--- src/rtl/aat_consts.svh ---
// Constants for the aperture / arbitration-timer register bank.
// Assumes inclusion by bare name from rtl/ files.
`ifndef AAT_CONSTS_SVH
`define AAT_CONSTS_SVH
`define AAT_OFF_TTB        8'hB8
`define AAT_OFF_SLICE      8'hBC
`define AAT_OFF_LPSLICE    8'hBD
`define AAT_OFF_UML        8'hC4
`define AAT_RST_TTB        32'h00000000
`define AAT_RST_SLICE      8'h10
`define AAT_RST_LPSLICE    8'h10
`define AAT_RST_UML        16'h0400
`define AAT_TTB_MASK       32'hFFFFF000
`define AAT_SLICE_MASK     8'hF8
`define AAT_UML_MASK       16'hFFF8
// 66 MHz tick from 250 MHz: divide by 4 (about 62.5 MHz, nearest whole ratio)
`define AAT_TICK_DIV       2'h3
// Host command port offsets (designer's own)
`define AAT_CMD_ADDR       4'h0
`define AAT_CMD_WDATA      4'h1
`define AAT_CMD_GO         4'h2
`define AAT_CMD_RDATA      4'h3
`define AAT_CMD_STATUS     4'h4
`endif

--- src/rtl/aat_pkg.sv ---
// Types shared by both ends of the register bank link.
// Assumes nothing beyond a SystemVerilog compiler.
`default_nettype none
package aat_pkg;
    typedef enum logic [2:0]
    {
        AAT_IDLE = 3'b001,
        AAT_REQ  = 3'b010,
        AAT_WAIT = 3'b100
    } aat_host_state_t;
    typedef enum logic [2:0]
    {
        AAT_OWN_NONE = 3'b001,
        AAT_OWN_LOW  = 3'b010,
        AAT_OWN_HIGH = 3'b100
    } aat_owner_t;
endpackage : aat_pkg
`default_nettype wire

--- src/rtl/aat_cfg_if.sv ---
// Configuration link between the host controller and the register bank.
// Assumes both ends share CLOCK; read data follow a read by one cycle.
`default_nettype none
interface aat_cfg_if;
    logic [7:0]  addr;
    logic [31:0] wdata;
    logic        wr;
    logic        rd;
    logic [31:0] rdata;
    modport dev  (input addr, input wdata, input wr, input rd, output rdata);
    modport host (output addr, output wdata, output wr, output rd, input rdata);
endinterface : aat_cfg_if
`default_nettype wire

--- src/rtl/aat_regs.sv ---
// Register bank: table base, two arbitration slice timers, usable memory limit.
// Assumes a configuration master on the aat_cfg_if link and one CLOCK.
//
// Notes on behaviour
// Table base bits 31:12 writable, 11:0 reserved
// Translation uses base pointer to locate entries
// Software changes base only with buffer disabled
// Base register accepts updates at run time
// Slice bits 7:3, units of eight clocks
// Slice value zero disables time slicing
// Timer byte read as clock count directly
// Slice also governs processor-initiated transactions
// Low-priority bits 7:3 set minimum tenure
// Low slice spans several same-type transactions
// After expiry, hand off only if pending
// High-priority request bypasses low-priority timer
// Low-priority value zero disables tenure
// Limit bits 15:3 hold address 31:19
// Limit address bits 18:0 compare as zero
// Software programs smaller usable limit value
// Software programs limit at least 0400h
// Software never programs limit above FEC0_0000h
// Timers reload on grant, count, signal expiry
`include "aat_consts.svh"
`default_nettype none
module aat_regs
    import aat_pkg::*;
(
    // Clock and reset
    input  wire logic        CLOCK,
    input  wire logic        RST,
    // Configuration link
    aat_cfg_if.dev           CFG,
    // Aperture translation
    input  wire logic [19:0] XL_INDEX,
    output logic      [31:0] XL_ENTRY_ADDR,
    // Memory limit compare
    input  wire logic [31:0] MEM_ADDR,
    output logic             MEM_BELOW_LIMIT,
    // Arbitration requests and grant
    input  wire logic        REQ_MASTER,
    input  wire logic        REQ_CPU,
    input  wire logic        REQ_LOW,
    input  wire logic        REQ_HIGH,
    input  wire logic        XFER_DONE,
    output logic             GNT_MASTER,
    output logic             GNT_CPU,
    output logic             GNT_LOW,
    output logic             GNT_HIGH,
    output logic             SLICE_EXPIRED,
    output logic             LOW_EXPIRED
);
    logic [31:0] ttb_reg;
    logic [7:0]  slice_reg;
    logic [7:0]  lpslice_reg;
    logic [15:0] uml_reg;
    logic [31:0] rdata_reg;
    logic [1:0]  div_reg;
    logic        tick;
    logic [7:0]  slice_cnt_reg;
    logic [7:0]  low_cnt_reg;
    logic        slice_exp_reg;
    logic        low_exp_reg;
    aat_owner_t  owner_reg;
    aat_owner_t  owner_next;
    logic        cpu_turn_reg;
    logic        cpu_turn_next;
    logic        new_grant;

    function automatic logic [31:0] merge(input logic [31:0] old_v, input logic [31:0] new_v,
                                          input logic [31:0] mask);
        merge = (new_v & mask) | (old_v & ~mask);
    endfunction

    // Registers; reserved bits stay zero
    always_ff @(posedge CLOCK or posedge RST)
    begin
        if (RST)
        begin
            ttb_reg     <= `AAT_RST_TTB;
            slice_reg   <= `AAT_RST_SLICE;
            lpslice_reg <= `AAT_RST_LPSLICE;
            uml_reg     <= `AAT_RST_UML;
        end
        else if (CFG.wr)
        begin
            unique case (CFG.addr)
                `AAT_OFF_TTB:     ttb_reg     <= merge(ttb_reg, CFG.wdata, `AAT_TTB_MASK);
                `AAT_OFF_SLICE:   slice_reg   <= CFG.wdata[7:0] & `AAT_SLICE_MASK;
                `AAT_OFF_LPSLICE: lpslice_reg <= CFG.wdata[7:0] & `AAT_SLICE_MASK;
                `AAT_OFF_UML:     uml_reg     <= CFG.wdata[15:0] & `AAT_UML_MASK;
                default:          ;
            endcase
        end
    end

    // Read data one cycle after the strobe; unmapped reads give zero
    always_ff @(posedge CLOCK or posedge RST)
    begin
        if (RST)
            rdata_reg <= 32'h00000000;
        else if (CFG.rd)
        begin
            unique case (CFG.addr)
                `AAT_OFF_TTB:     rdata_reg <= ttb_reg;
                `AAT_OFF_SLICE:   rdata_reg <= {24'h000000, slice_reg};
                `AAT_OFF_LPSLICE: rdata_reg <= {24'h000000, lpslice_reg};
                `AAT_OFF_UML:     rdata_reg <= {16'h0000, uml_reg};
                default:          rdata_reg <= 32'h00000000;
            endcase
        end
        else
            rdata_reg <= 32'h00000000;
    end
    assign CFG.rdata = rdata_reg;

    // Each entry is one word; base pointer supplies the page
    always_ff @(posedge CLOCK or posedge RST)
    begin
        if (RST)
            XL_ENTRY_ADDR <= 32'h00000000;
        else
            XL_ENTRY_ADDR <= ttb_reg + {10'h000, XL_INDEX, 2'h0};
    end

    // Limit is 512 KB aligned: low address bits ignored
    always_ff @(posedge CLOCK or posedge RST)
    begin
        if (RST)
            MEM_BELOW_LIMIT <= 1'b0;
        else
            MEM_BELOW_LIMIT <= MEM_ADDR[31:19] < uml_reg[15:3];
    end

    // Slower 66 MHz-class tick as an enable pulse
    always_ff @(posedge CLOCK or posedge RST)
    begin
        if (RST)
            div_reg <= 2'h0;
        else
            div_reg <= (div_reg == `AAT_TICK_DIV) ? 2'h0 : div_reg + 2'h1;
    end
    assign tick = (div_reg == `AAT_TICK_DIV);

    // Arbiter: high priority preempts, slices gate hand-over
    always_comb
    begin
        owner_next    = owner_reg;
        cpu_turn_next = cpu_turn_reg;
        if (REQ_HIGH && owner_reg != AAT_OWN_HIGH)
            owner_next = AAT_OWN_HIGH;
        else
        begin
            unique case (owner_reg)
                AAT_OWN_NONE:
                    if (REQ_LOW)
                        owner_next = AAT_OWN_LOW;
                    else if (REQ_MASTER && REQ_CPU && (slice_exp_reg || slice_reg == 8'h00))
                        cpu_turn_next = ~cpu_turn_reg;
                    else if (REQ_CPU && !REQ_MASTER)
                        cpu_turn_next = 1'b1;
                    else if (REQ_MASTER && !REQ_CPU)
                        cpu_turn_next = 1'b0;
                AAT_OWN_LOW:
                    if (!REQ_LOW || ((low_exp_reg || lpslice_reg == 8'h00) &&
                                     (REQ_MASTER || REQ_CPU)))
                        owner_next = AAT_OWN_NONE;
                AAT_OWN_HIGH:
                    if (XFER_DONE && !REQ_HIGH)
                        owner_next = AAT_OWN_NONE;
            endcase
        end
    end

    always_ff @(posedge CLOCK or posedge RST)
    begin
        if (RST)
        begin
            owner_reg    <= AAT_OWN_NONE;
            cpu_turn_reg <= 1'b0;
        end
        else
        begin
            owner_reg    <= owner_next;
            cpu_turn_reg <= cpu_turn_next;
        end
    end

    assign new_grant = (owner_next != owner_reg) || (cpu_turn_next != cpu_turn_reg);

    // Timers reload on each new grant, count down on ticks
    always_ff @(posedge CLOCK or posedge RST)
    begin
        if (RST)
        begin
            slice_cnt_reg <= 8'h00;
            slice_exp_reg <= 1'b0;
        end
        else if (new_grant)
        begin
            slice_cnt_reg <= slice_reg;
            slice_exp_reg <= 1'b0;
        end
        else if (tick && slice_reg != 8'h00 && !slice_exp_reg)
        begin
            slice_cnt_reg <= slice_cnt_reg - 8'h01;
            slice_exp_reg <= (slice_cnt_reg <= 8'h01);
        end
    end

    always_ff @(posedge CLOCK or posedge RST)
    begin
        if (RST)
        begin
            low_cnt_reg <= 8'h00;
            low_exp_reg <= 1'b0;
        end
        else if (owner_next == AAT_OWN_LOW && owner_reg != AAT_OWN_LOW)
        begin
            low_cnt_reg <= lpslice_reg;
            low_exp_reg <= 1'b0;
        end
        else if (tick && owner_reg == AAT_OWN_LOW && lpslice_reg != 8'h00 && !low_exp_reg)
        begin
            low_cnt_reg <= low_cnt_reg - 8'h01;
            low_exp_reg <= (low_cnt_reg <= 8'h01);
        end
    end

    assign GNT_HIGH      = owner_reg == AAT_OWN_HIGH;
    assign GNT_LOW       = owner_reg == AAT_OWN_LOW;
    assign GNT_CPU       = owner_reg == AAT_OWN_NONE && REQ_CPU && cpu_turn_reg;
    assign GNT_MASTER    = owner_reg == AAT_OWN_NONE && REQ_MASTER && !cpu_turn_reg;
    assign SLICE_EXPIRED = slice_exp_reg;
    assign LOW_EXPIRED   = low_exp_reg;
endmodule : aat_regs
`default_nettype wire

--- src/flat_wrapper.sv ---
// flat-port wrapper written by rule: the top's interface ports become plain ports
module aat_regs_flat import aat_pkg::*;
  (CLOCK, RST, XL_INDEX, XL_ENTRY_ADDR, MEM_ADDR, MEM_BELOW_LIMIT, REQ_MASTER, REQ_CPU, REQ_LOW, REQ_HIGH, XFER_DONE, GNT_MASTER, GNT_CPU, GNT_LOW, GNT_HIGH, SLICE_EXPIRED, LOW_EXPIRED, CFG_addr, CFG_wdata, CFG_wr, CFG_rd, CFG_rdata);
  aat_cfg_if CFG_i ();
  input  wire logic CLOCK;
  input  wire logic RST;
  input  wire logic [19:0] XL_INDEX;
  output logic      [31:0] XL_ENTRY_ADDR;
  input  wire logic [31:0] MEM_ADDR;
  output logic MEM_BELOW_LIMIT;
  input  wire logic REQ_MASTER;
  input  wire logic REQ_CPU;
  input  wire logic REQ_LOW;
  input  wire logic REQ_HIGH;
  input  wire logic XFER_DONE;
  output logic GNT_MASTER;
  output logic GNT_CPU;
  output logic GNT_LOW;
  output logic GNT_HIGH;
  output logic SLICE_EXPIRED;
  output logic LOW_EXPIRED;
  input wire logic [$bits(CFG_i.addr)-1:0] CFG_addr;
  input wire logic [$bits(CFG_i.wdata)-1:0] CFG_wdata;
  input wire logic [$bits(CFG_i.wr)-1:0] CFG_wr;
  input wire logic [$bits(CFG_i.rd)-1:0] CFG_rd;
  output wire logic [$bits(CFG_i.rdata)-1:0] CFG_rdata;
  assign CFG_i.addr = CFG_addr;
  assign CFG_i.wdata = CFG_wdata;
  assign CFG_i.wr = CFG_wr;
  assign CFG_i.rd = CFG_rd;
  assign CFG_rdata = CFG_i.rdata;
  aat_regs u_core (.CLOCK(CLOCK), .RST(RST), .CFG(CFG_i), .XL_INDEX(XL_INDEX), .XL_ENTRY_ADDR(XL_ENTRY_ADDR), .MEM_ADDR(MEM_ADDR), .MEM_BELOW_LIMIT(MEM_BELOW_LIMIT), .REQ_MASTER(REQ_MASTER), .REQ_CPU(REQ_CPU), .REQ_LOW(REQ_LOW), .REQ_HIGH(REQ_HIGH), .XFER_DONE(XFER_DONE), .GNT_MASTER(GNT_MASTER), .GNT_CPU(GNT_CPU), .GNT_LOW(GNT_LOW), .GNT_HIGH(GNT_HIGH), .SLICE_EXPIRED(SLICE_EXPIRED), .LOW_EXPIRED(LOW_EXPIRED));
endmodule
--- config.mk ---
export PLATFORM = sky130hd
export DESIGN_NAME = aat_regs_flat
export DESIGN_NICKNAME = d
export VERILOG_FILES = /design/src/rtl/aat_pkg.sv /design/src/rtl/aat_cfg_if.sv /design/src/rtl/aat_regs.sv /design/src/flat_wrapper.sv
export VERILOG_INCLUDE_DIRS = /design/src /design/src/rtl
export SDC_FILE = /design/constraint.sdc
export NUM_CORES = 1
export LEC_CHECK = 0
export BUFFER_PORTS_ARGS = -buffer_cell sky130_fd_sc_hd__buf_2
export CORE_ASPECT_RATIO = 0.8
export CORE_MARGIN = 5
export CORE_UTILIZATION = 35
export CTS_CLUSTER_SIZE = 30
export DETAILED_ROUTE_END_ITERATION = 10
export PLACE_DENSITY = 0.57
export SLEW_MARGIN = 5
export SYNTH_ARGS = -nofsm -noshare
export SYNTH_HDL_FRONTEND = slang
export SYNTH_SLANG_ARGS = --single-unit
--- constraint.sdc ---
create_clock -name CLOCK -period 4.2 [get_ports CLOCK]
set_clock_uncertainty 0.15 [all_clocks]
set_input_delay 0.63 -clock CLOCK [delete_from_list [all_inputs] [get_ports CLOCK]]
set_output_delay 0.63 -clock CLOCK [all_outputs]
set_load 0.02 [all_outputs]
# --- Word-level counts from Yosys, hierarchy flattened ---
# Cells that the tools add are included.
word_totals:
  in_bits: 101
  elab_cells: 97
  out_inout_bits: 71
  register_bits: 144
classes:
  reduce_logical: 39
  mux: 22
  n_eq_ne: 13
  bitwise_logic: 2
  add_sub_neg: 4
  order_cmp: 3
op_table:
  columns: ["operator", "count"]
  rows:
  - ["32-bit one-hot mux with 4 select lines", 1]
  - ["32-bit by 22-bit adder with 32-bit output", 1]
  - ["8-bit equality test, second input constant", 4]
  - ["32-bit 2-to-1 mux", 1]
  - ["8-bit 2-to-1 mux", 4]
  - ["32-bit by 12-bit OR with 32-bit output", 1]
  - ["1-bit logical AND", 17]
  - ["8-bit by 1-bit less-or-equal comparator with 1-bit output, second input constant", 2]
  - ["8-bit zero test", 2]
  - ["8-bit nonzero test", 2]
  - ["8-bit by 1-bit subtractor with 8-bit output, second input constant", 2]
  - ["13-bit < comparator", 1]
  - ["3-bit 2-to-1 mux", 4]
  - ["1-bit 2-to-1 mux", 10]
  - ["3-bit one-hot mux with 3 select lines", 1]
  - ["2-bit AND reduction", 4]
  - ["1-bit zero test", 7]
  - ["3-bit by 2-bit equality test with 1-bit output, second input constant", 2]
  - ["1-bit logical OR", 5]
  - ["2-bit nonzero test", 2]
  - ["3-bit by 1-bit equality test with 1-bit output, second input constant", 1]
  - ["3-bit equality test, second input constant", 1]
  - ["3-bit by 2-bit != test with 1-bit output, second input constant", 1]
  - ["3-bit != test", 1]
  - ["6 further kinds", 6]

# --- Longest topological paths before layout ---
# Gate-level depths: netlist of run 1.
depth:
  depth_word: 11
  depth_mapped: 7
  mapped_depth_nobuf: 7

# --- Worst setup path before layout of run 1 ---
# No wires, ideal clock.
synth_path:
  path_type: "flip-flop to flip-flop"
  from: "register u_core.owner_reg[2]"
  to: "register u_core.slice_cnt_reg[3]"
  t_required_ns: 3.925
  path_slack_ns: 1.811
  path_stages_with_launch: 6
  t_arrival_ns: 2.114
  n_path_buf: 0
  synth_period_minus_slack_ns: 2.389
  path_cell_list: "dfrtp_1 nor3b_1 o21ai_0 o21ai_0 o311a_4 mux2_4"
synth_via:
  elab_chain_len: 6
  elab_cells_between_ends: 17
synth_lines:
  columns: ["element", "line_no", "source"]
  rows:
  - ["from (decl)", "aat_regs.sv:64", "aat_owner_t owner_reg;"]
  - ["from (signal assigned)", "aat_regs.sv:184", "owner_reg <= owner_next;"]
  - ["3-bit equality test (*)", null, null]
  - ["named net GNT_HIGH", "flat_wrapper.sv:19", "output logic GNT_HIGH;"]
  - ["3-bit one-hot mux with 3 select lines (*)", "aat_regs.sv:154", "unique case (owner_reg)"]
  - ["3-bit 2-to-1 mux (*)", "aat_regs.sv:150", "if (REQ_HIGH && owner_reg != AAT_OWN_HIGH)"]
  - ["3-bit != test (*)", "aat_regs.sv:189", "assign new_grant = (owner_next != owner_reg) || (cpu_turn_next != cpu_turn_reg);"]
  - ["1-bit logical OR (*)", "aat_regs.sv:189", null]
  - ["8-bit 2-to-1 mux or 2-bit nonzero test (tied branches)", null, null]
  - ["to (signal assigned)", "aat_regs.sv:201", "slice_cnt_reg <= slice_reg;"]
  - ["to (signal assigned)", "aat_regs.sv:206", "slice_cnt_reg <= slice_cnt_reg - 8'h01;"]
  - ["to (decl)", "aat_regs.sv:60", "logic [7:0] slice_cnt_reg;"]
# Mark *: on every way through the listed nets, which the timed path passes. The rest lies on a longest branch.
# A chain may end at the register's enable or synchronous reset.

# --- Worst setup path in the final report of run 1 ---
layout_path:
  from: "register u_core.owner_reg[0]"
  to: "output GNT_MASTER"
layout_via:
  elab_chain_len: 3
layout_lines:
  columns: ["element", "line_no", "source"]
  rows:
  - ["3-bit by 1-bit equality test with 1-bit output", "aat_regs.sv:233", "assign GNT_MASTER = owner_reg == AAT_OWN_NONE && REQ_MASTER && !cpu_turn_reg;"]
  - ["1-bit logical AND (2 in a row)", "aat_regs.sv:233", null]
  - ["to (decl)", "flat_wrapper.sv:16", "output logic GNT_MASTER;"]
# No other way between the ends.

==> results.yml, run 1 <==
sta:
  hold_violations: 0
  fmax_ghz: 0.392
  finalSetupTns_ns: 0
  drv_slew: 0
  max_slew.worst_pin.slew_ns: 1.08
  slew_headroom: 0.278
  rsz0062_at_grt: "no"
  setup_violations: 0
  finalCritPeriodShare: 0.608
  fin_crit_ns: 2.55
pwr:
  internal-power_mw: 2.52
  comb_power_share: 0.112
  p_clk_frac: 0.477
  ir_drop_uv: 244
  power_switching_uw: 776
  switching_share: 0.235
  p_per_area_nw_per_um2: 448
  p_seq_frac: 0.411
  p_leak_nw: 3.75
cells_and_area:
  antenna_cells: 0
  syn2layout_area_growth_pct: 27.0
  drive_gt1_frac: 0.376
  fin_nets: 762
  stdcell_count: 866
  finalInstanceArea_um2: 7370
floorplan:
  die_h_um: 125
  chipWidth_um: 154
  initial_core_util: 0.354
  ioPinCount: 172
  die-area_um2: 19300
  std_cell_rows: 42
  core_area_um2: 16400
synthesis:
  synth-edff-count: 0
  yosysSeqAreaShare: 0.553
  synth_xor_area_frac: 0.0438
  syn_area_per_cell_um2: 11.8
  synth_compound_area_frac: 0.0699
  ys_ff_latch: 128
  synth_ff_type: "dfrtp_1"
  yosys.area_share.simple: 0.127
  yosysUniqueCellTypes: 49
  yosys_warnings: 0
  synthMuxAreaShare: 0.113
  synthAdderAreaFrac: 0.0583
  synth_top_family_by_area: "simple AND/OR/NAND/NOR gates"
  synthesis.area_um2: 5800
  async_reset_ff_frac: 1.00
  synthCells: 492
routing:
  postRouteAntennaNets: 0
  drcViolationCount: 0
  vias_per_cell: 4.77
  drtIter0Drc: 165
  first_pass_iters: 5
  dr_total_vias: 4131
  routed_wl_um: 13600
  wl_per_cell_um: 15.7
worst_setup_path:
  max_stage_delay_ns: 0.56
  startpoint_type: "flip-flop"
  arrival_ns: 1.77
  end_kind: "output pin"
  crit_fanout: 4
  cp_slowest_cell: "dfstp_2"
  critical_path_buf_inv_count: 2
  path_cells: "inv_2 -> or3_4 -> nor3b_1 -> buf_2"
  critPathTopFamily: "simple AND/OR/NAND/NOR gates"
  required_ns: 3.42
  critPathKind: "flip-flop to output pin"
global_route:
  grt_pass1_vias: 4322
  grt_max_degree: 75
  grt_antenna_before_repair: 1
  overflow: 0
  grt_pass1_wl_um: 22100
  grt_use_total: 0.145
clocking:
  htreeDepth: 4
  clkTransAtPathRegs_ns: 0.06
  cts_setup_buffers: 0
  cts_tree: "built"
  cts_resized: 0
  cts.sinks: 128
  numCtsBuffers: 17
  insertion_delay_ns: 0.41
  cts-root-buf: "clkbuf_16"
  cts_buffer_depth: 2
  hold_buffers: 0
place:
  place.gp.congestion: 0.878
  placed_cells: 835
  dpl_cell_area_um2: 6730
  port_buffers: 147
  dpl.hpwl_um: 10200
run_status:
  outcome: "finished, final reports clean"
flow_run:
  drv_cap: 0
min_path:
  hold_class: "input pin to async pin"
worst register-to-register path, stage by stage, from the launching register on:
cell and delay [ns]:
dfrtp_1 0.39, ha_1 0.32, a21oi_1 0.12, nor2_1 0.25, o2111ai_1 0.20, a31oi_2 0.53
nand4_1 0.20, xnor2_1 0.16
worst paths after layout:
kind	from	to	cells past startpoint	slack [ns]
worst min-delay path	RST	u_core.XL_ENTRY_ADDR[5]	2	0.16
max in group asynchronous	RST	u_core.uml_reg[10]	3	2.82
min in group CLOCK	XL_INDEX[7]	u_core.XL_ENTRY_ADDR[9]	1	0.18
worst max-delay path	u_core.owner_reg[0]	GNT_MASTER	4	1.65
worst min register to register	u_core.div_reg[0]	u_core.div_reg[0]	1	0.29
worst max register to register	u_core.ttb_reg[13]	u_core.XL_ENTRY_ADDR[31]	7	1.76
power by group through the flow:
stage	Clock (mW)	Combinational (mW)	Sequential [mW]
floorplan	0	0.226	1.39
global placement	0	0.365	1.37
detailed placement	0	0.375	1.38
CTS	1.61	0.377	1.35
global route	1.67	0.415	1.36
finish	1.57	0.371	1.35
synth_stat cells (6+ instances only):
| cell type | n | share of area |
|---|---|---|
| o21ai_0 | 6 | 0.0052 |
| xnor2_1 | 21 | 0.032 |
| dfrtp_1 | 124 | 0.54 |
| nor2_1 | 37 | 0.024 |
| nand2_1 | 24 | 0.016 |
| a22oi_1 | 9 | 0.012 |
| ha_1 | 27 | 0.058 |
| mux2_2 | 48 | 0.093 |
| a21oi_1 | 16 | 0.014 |
| xor2_1 | 8 | 0.012 |
| inv_1 | 19 | 0.012 |
| nor3_1 | 10 | 0.0086 |
| clkbuf_1 | 23 | 0.015 |
| nand3_1 | 14 | 0.012 |
| and3_1 | 27 | 0.029 |
| nor2b_1 | 8 | 0.0086 |
| nor4_1 | 6 | 0.0065 |
cell type report:
cell class | instances | area, µm²
inverter | 20 | 77.6
multi-input combinational | 318 | 2410
fill | 1568 | 9030
tap | 220 | 275
clock buffer | 19 | 443
timing repair buffer | 149 | 763
clock inverter | 12 | 190
sequential | 128 | 3210
logic make-up after synthesis:
kind of cell / count (synthesis)
AND/OR/NAND/NOR: 144
flip-flops: 128
AO/OA/AOI/OAI: 58
multiplexers: 57
buffers and inverters: 48
XOR/XNOR: 29
adder cells (fa/ha/maj): 27
other: 1
per-layer routing:
layer | GRT usage | routed length (µm) | part of all wire | vias to the layer above
met5 | 0 | 11 | 0.00081 | -
met4 | 0.0680 | 371 | 0.027 | 2
met3 | 0.0487 | 846 | 0.062 | 32
met2 | 0.227 | 6420 | 0.47 | 123
met1 | 0.181 | 5910 | 0.44 | 1982
li1 | - | - | - | 1992
metrics by stage:
stage / power, mW / hold slack [ns] / setup WS, ns / utilization
floorplan: 1.62 / 0.253 / 0.0140 / -
global placement: 1.74 / 0.264 / 1.32 / 0.411
detailed placement: 1.75 / 0.293 / 1.23 / 0.411
CTS: 3.34 / 0.153 / 1.62 / 0.449
global route: 3.45 / 0.152 / 1.52 / 0.449
finish: 3.30 / 0.159 / 1.65 / 0.449
placed cells by master (no fill, tap or decap), drive strengths merged, types with 3 or more instances in the layout:
cell type	count
nand4	5
nand2b	3
inv	20
nor3	10
a21oi	16
conb	3
nor4	6
o21a	3
bufinv	5
dfrtp	124
dfstp	4
xor2	8
xnor2	21
a22oi	9
nand3	14
nor2	37
clkbuf	19
mux2	53
mux2i	4
nand2	24
nor2b	8
clkinv	5
and3	27
ha	27
nor3b	5
o22ai	3
buf	149
o21ai	6
a21o	5
Power figures use the tool's default switching activity.
==> inputs of run 2 (changes only) <==
--- a/config.mk
+++ b/config.mk
@@ -6,6 +6,7 @@
 export SDC_FILE = /design/constraint.sdc
 export NUM_CORES = 1
 export LEC_CHECK = 0
+export ABC_AREA = 1
 export BUFFER_PORTS_ARGS = -buffer_cell sky130_fd_sc_hd__buf_2
 export CORE_ASPECT_RATIO = 0.8
 export CORE_MARGIN = 5
==> constraint.sdc (replaced) <==
create_clock -name CLOCK -period 2.3 [get_ports CLOCK]
set_clock_uncertainty 0.15 [all_clocks]
set_input_delay 0.345 -clock CLOCK [delete_from_list [all_inputs] [get_ports CLOCK]]
set_output_delay 0.345 -clock CLOCK [all_outputs]
set_load 0.02 [all_outputs]
==> run 2 against run 1 <==
Effect of this change: register-to-register slack got worse by 1.6 ns; sequential share of layout area decreased by 3.7 points; total power increased by 130%; cell count increased by 26%; via count increased by 20%; clock power increased by 84%; critical path depth increased by 1; combinational power increased to 5.1 times the previous value; die area increased by 3.5%; routed wire length increased by 12%; critical path type unchanged; critical endpoint is now GNT_CPU; highest routed layer unchanged.
==> results.yml, run 2 <==
sta:
  rsz0062_at_grt: "no"
  fin_crit_ns: 2.12
  hold_violations: 0
  finalCritPeriodShare: 0.921
  finalSetupTns_ns: 0
  worst_hold_slack_ns: 0.0190
  max_slew.worst_pin.slew_ns: 0.634
  fin_ws_ns: 0.182
  slew_headroom: 0.577
  fmax_ghz: 0.472
  setup_violations: 0
  drv_slew: 0
pwr:
  p_leak_nw: 4.19
  total_power_mw: 7.54
  ir_drop_uv: 455
  p_per_area_nw_per_um2: 937
global_route:
  overflow: 0
  grt_max_degree: 43
  grt_pass1_wl_um: 25000
  grt_use_total: 0.158
  grt_antenna_before_repair: 1
  grt_pass1_vias: 4876
floorplan:
  initial_core_util: 0.360
  ioPinCount: 172
  die-area_um2: 19900
  core_area_um2: 16700
  die_h_um: 127
  chipWidth_um: 157
  std_cell_rows: 42
synthesis:
  async_reset_ff_frac: 1.00
  synth.top_cells.by_count: "126 x nand2_1, 124 x dfrtp_1, 74 x inv_1"
  synthCells: 664
  synthTopCellsByArea: "dfrtp_1 52%, nand2_1 7.9%, ha_1 5.6%"
  yosysUniqueCellTypes: 44
  yosysSeqAreaShare: 0.533
  synth-edff-count: 0
  synth_ff_type: "dfrtp_1"
  syn_area_per_cell_um2: 9.07
  yosysMostFrequentCell: "nand2_1"
  synthesis.area_um2: 6020
  ys_ff_latch: 128
  post-synth-top-area-cell: "dfrtp_1"
  synth_top_cell_area_share: 0.515
  yosys_warnings: 0
worst_setup_path:
  path_cells: "inv_2 -> nor3_4 -> inv_1 -> nor3_1 -> buf_2"
  arrival_ns: 1.62
  startpoint_type: "flip-flop"
  max_stage_delay_ns: 0.63
  crit_fanout: 6
  critPathTopFamily: "flip-flops"
  required_ns: 1.80
  critPathKind: "flip-flop to output pin"
  end_kind: "output pin"
  critical_path_buf_inv_count: 3
  cp_slowest_cell: "dfstp_2"
cells_and_area:
  fin_nets: 985
  final_core_utilization: 0.481
  syn2layout_area_growth_pct: 33.6
  final_common_cell: "buf_2"
  fillers: 1600
  finalInstanceArea_um2: 8040
  stdcell_count: 1091
  drive_gt1_frac: 0.279
  layout_common_cells: "147 x buf_2, 126 x nand2_1, 124 x dfrtp_1"
clocking:
  htreeDepth: 4
  cts_setup_buffers: 0
  clkTransAtPathRegs_ns: 0.06
  cts.sinks: 128
  cts_buffer_depth: 2
  insertion_delay_ns: 0.42
  numCtsBuffers: 17
  cts-root-buf: "clkbuf_16"
  cts_tree: "built"
place:
  place.gp.congestion: 0.853
  pre_cts_slack_ns: 0.113
  dpl.hpwl_um: 11400
  dpl_cell_area_um2: 7120
  placed_cells: 1033
  port_buffers: 147
routing:
  drcViolationCount: 0
  routed_wl_um: 15200
  dr_total_vias: 4960
  drtIter0Drc: 268
  wl_per_cell_um: 13.9
  postRouteAntennaNets: 0
  vias_per_cell: 4.55
  first_pass_iters: 4
min_path:
  hold_class: "input pin to flip-flop"
flow_run:
  drv_cap: 0
run_status:
  outcome: "finished, final reports clean"
run 2: logic make-up (layout without fill, tap and decap cells):
logic type | Yosys count | in the layout | synth area share
AND/OR/NAND/NOR | 278 | 278 | 0.211
XOR/XNOR | 24 | 24 | 0.0349
multiplexers | 3 | 3 | 0.00561
adder cells (fa/ha/maj) | 27 | 27 | 0.0561
buffers and inverters | 104 | 308 | 0.0707
AO/OA/AOI/OAI | 99 | 99 | 0.0879
other | 1 | 4 | 0.000623
flip-flops | 128 | 128 | 0.533
run 2: repair_timing:
action                                 CTS  global route
resized for setup                        0             8
endpoints found under the hold margin   45             0
setup endpoints to repair                0             7
hold buffers                            25             0
run 2: path summary, 6_finish.rpt:
kind                                startpoint                  endpoint  slack [ns]  depth (start not counted)
hold reg to reg              u_core.div_reg[0]         u_core.div_reg[0]        0.27                          1
min in group asynchronous                  RST   u_core.XL_ENTRY_ADDR[2]        0.41                          3
setup / recovery           u_core.owner_reg[0]                   GNT_CPU        0.18                          5
max in group asynchronous                  RST     u_core.lpslice_reg[4]        0.91                          4
hold / removal                   CFG_wdata[18]        u_core.ttb_reg[18]        0.02                          3
setup reg to reg            u_core.ttb_reg[15]  u_core.XL_ENTRY_ADDR[28]        0.20                         10
run 2: where the power goes:
part	leakage [nW]	switching [mW]	total, mW	internal, mW
Clock	0.303	1.01	2.89	1.88
Sequential	1.56	0.231	2.76	2.53
Combinational	2.33	1.17	1.88	0.711
run 2: worst min-delay path, delay by kind of cell:
kind | cells | cell delay [ns]
buffers and inverters | 1 | 0.08
AO/OA/AOI/OAI | 1 | 0.07
AND/OR/NAND/NOR | 1 | 0.04
run 2: final cells by class:
cell class	count	area, µm²	area share
sequential	128	3210	0.399
tap	220	275	0.0342
antenna	1	2.50	0.000311
inverter	83	315	0.0392
clock inverter	12	183	0.0227
clock buffer	20	457	0.0568
timing repair buffer	193	1180	0.147
multi-input combinational	434	2420	0.301
run 2: routing by layer:
metal  global-route usage  part of all wire  wire (µm)
met4               0.0464            0.0092        140
met3               0.0514             0.072       1100
met2                0.229              0.43       6570
met1                0.226              0.49       7380
met5                    0           0.00072         11
==> inputs of run 3 (changes only) <==
==> constraint.sdc (replaced) <==
create_clock -name CLOCK -period 2.3 [get_ports CLOCK]
set_clock_uncertainty 0.15 [all_clocks]
set_input_delay 0.115 -clock CLOCK [delete_from_list [all_inputs] [get_ports CLOCK]]
set_output_delay 0.115 -clock CLOCK [all_outputs]
set_load 0.02 [all_outputs]
==> run 3 against run 2 <==
Effect of this change: global-route usage shrank 0.14 points; via count grew 1.8%; non-clock buffer count grew 22; count of clock-buffer cells in the layout grew 1; critical path depth grew 5; sequential cell count is the same.
==> results.yml, run 3 (synthesis gave the netlist of run 2 again) <==
run_status:
  outcome: "finished, final reports clean"
global_route:
  grt_pass1_wl_um: 25000
  grt_use_total: 0.156
  grt_max_degree: 129
  overflow: 0
  grt_antenna_before_repair: 0
  grt_pass1_vias: 5114
routing:
  vias_per_cell: 4.54
  drtIter0Drc: 295
  first_pass_iters: 5
  wl_per_cell_um: 13.5
  routed_wl_um: 15000
  postRouteAntennaNets: 0
  drcViolationCount: 0
  dr_total_vias: 5047
worst_setup_path:
  reg2reg_to: "u_core.XL_ENTRY_ADDR[28]"
  critPathKind: "flip-flop to flip-flop"
  arrival_ns: 2.25
  crit_fanout: 3
  startpoint_type: "flip-flop"
  critPathCapture: "u_core.XL_ENTRY_ADDR[28]"
  r2r_start: "u_core.ttb_reg[13]"
  rr_worst_depth: 10
  end_kind: "flip-flop"
  r2r_slack_ns: 0.19
  crit_start: "u_core.ttb_reg[13]"
  required_ns: 2.44
place:
  placed_cells: 1020
  dpl_cell_area_um2: 7000
  place.gp.congestion: 0.839
  port_buffers: 147
  dpl.hpwl_um: 11000
floorplan:
  core_area_um2: 16700
  die_h_um: 127
  std_cell_rows: 42
  die-area_um2: 19900
  ioPinCount: 172
  initial_core_util: 0.360
  chipWidth_um: 157
cells_and_area:
  layout_common_cells: "147 x buf_2, 126 x nand2_1, 124 x dfrtp_1"
  final_core_utilization: 0.492
  multi_input_area_um2: 2440
  finalInstanceArea_um2: 8210
  final_common_cell: "buf_2"
  syn2layout_area_growth_pct: 36.4
  fin_nets: 1007
  antenna_cells: 0
  ff_latch_area_um2: 3210
  stdcell_count: 1111
  fillers: 1586
  drive_gt1_frac: 0.259
clocking:
  cts_tree: "built"
  clkTransAtPathRegs_ns: 0.05
  htreeDepth: 4
  cts-root-buf: "clkbuf_16"
  numCtsBuffers: 17
  cts_buffer_depth: 2
  cts.sinks: 128
  insertion_delay_ns: 0.41
flow_run:
  drv_cap: 0
sta:
  max_slew.worst_pin.slew_ns: 0.709
  drv_slew: 0
  finalCritPeriodShare: 0.916
  fmax_ghz: 0.475
  slew_headroom: 0.527
  worst_hold_slack_ns: 0.0144
  rsz0062_at_grt: "yes"
  hold_violations: 0
  setup_violations: 0
  fin_crit_ns: 2.11
pwr:
  p_per_area_nw_per_um2: 881
  p_leak_nw: 4.24
  ir_drop_uv: 466
min_path:
  hold_depth: 5
  hold_start: "MEM_ADDR[24]"
  hold_class: "input pin to flip-flop"
run 3: cell types whose count changed in the layout (fill, tap and decap cells not counted), sizes merged:
| cell | change |
|---|---|
| clkinvlp | -1 |
| diode | -1 |
| clkinv | +2 |
| inv | -1 |
| dlygate4sd3 | +34 |
| buf | -12 |
| bufinv | -2 |
| clkbuf | +1 |
run 3: repair_timing:
action | 4_1_cts | 5_1_grt
hold buffers | 59 | 0
endpoints found under the setup margin | 0 | 6
endpoints found under the hold margin | 196 | 0
resized for setup | 0 | 9
setup buffers | 0 | 1
run 3: through the flow:
stage | setup TNS, ns | total power, mW | worst slack, ns
final | 0 | 7.24 | 0.193
after global routing | -0.0187 | 7.70 | -0.0187
after CTS | 0 | 7.31 | 0.142
after detailed placement | 0 | 4.61 | 0.157
after global placement | 0 | 4.60 | 0.190
after floorplan | 0 | 4.13 | 0.330
run 3: worst min path at each step:
| stage | to | slack [ns] |
|---|---|---|
| after CTS | u_core.CFG.rdata[12] | 0.0002 |
| after detailed placement | u_core.XL_ENTRY_ADDR[7] | 0.07 |
| after floorplan | u_core.XL_ENTRY_ADDR[2] | -0.004 |
| final | u_core.MEM_BELOW_LIMIT | 0.01 |
| after global placement | u_core.XL_ENTRY_ADDR[11] | 0.07 |
| after global routing | u_core.CFG.rdata[9] | 0.02 |
run 3: per-layer routing:
layer	wire, µm	GRT usage	up-vias
met1	7130	0.216	2308
li1	-	-	2586
met2	6710	0.240	137
met4	213	0.0515	0
met3	988	0.0426	16
met5	0	0	-
run 3: worst max-delay path: stages, from the launching register on:
cell and delay (ns):
dfrtp_1 0.40, ha_1 0.32, a21oi_1 0.20, inv_1 0.11, nand3_1 0.09, nand4_1 0.19, nand2_1 0.16, nor2_2 0.07
buf_4 0.14, a21oi_1 0.11, a21oi_1 0.06
run 3: final cells by class:
type,count,area share
sequential,128,0.391
clock inverter,10,0.0137
multi-input combinational,434,0.297
tap,220,0.0335
clock buffer,21,0.0561
inverter,83,0.0384
timing repair buffer,215,0.171
run 3: power breakdown:
| group | internal, mW | switching (mW) | leakage, nW |
|---|---|---|---|
| Clock | 1.64 | 0.936 | 0.279 |
| Combinational | 0.746 | 1.16 | 2.40 |
| Sequential | 2.53 | 0.223 | 1.56 |
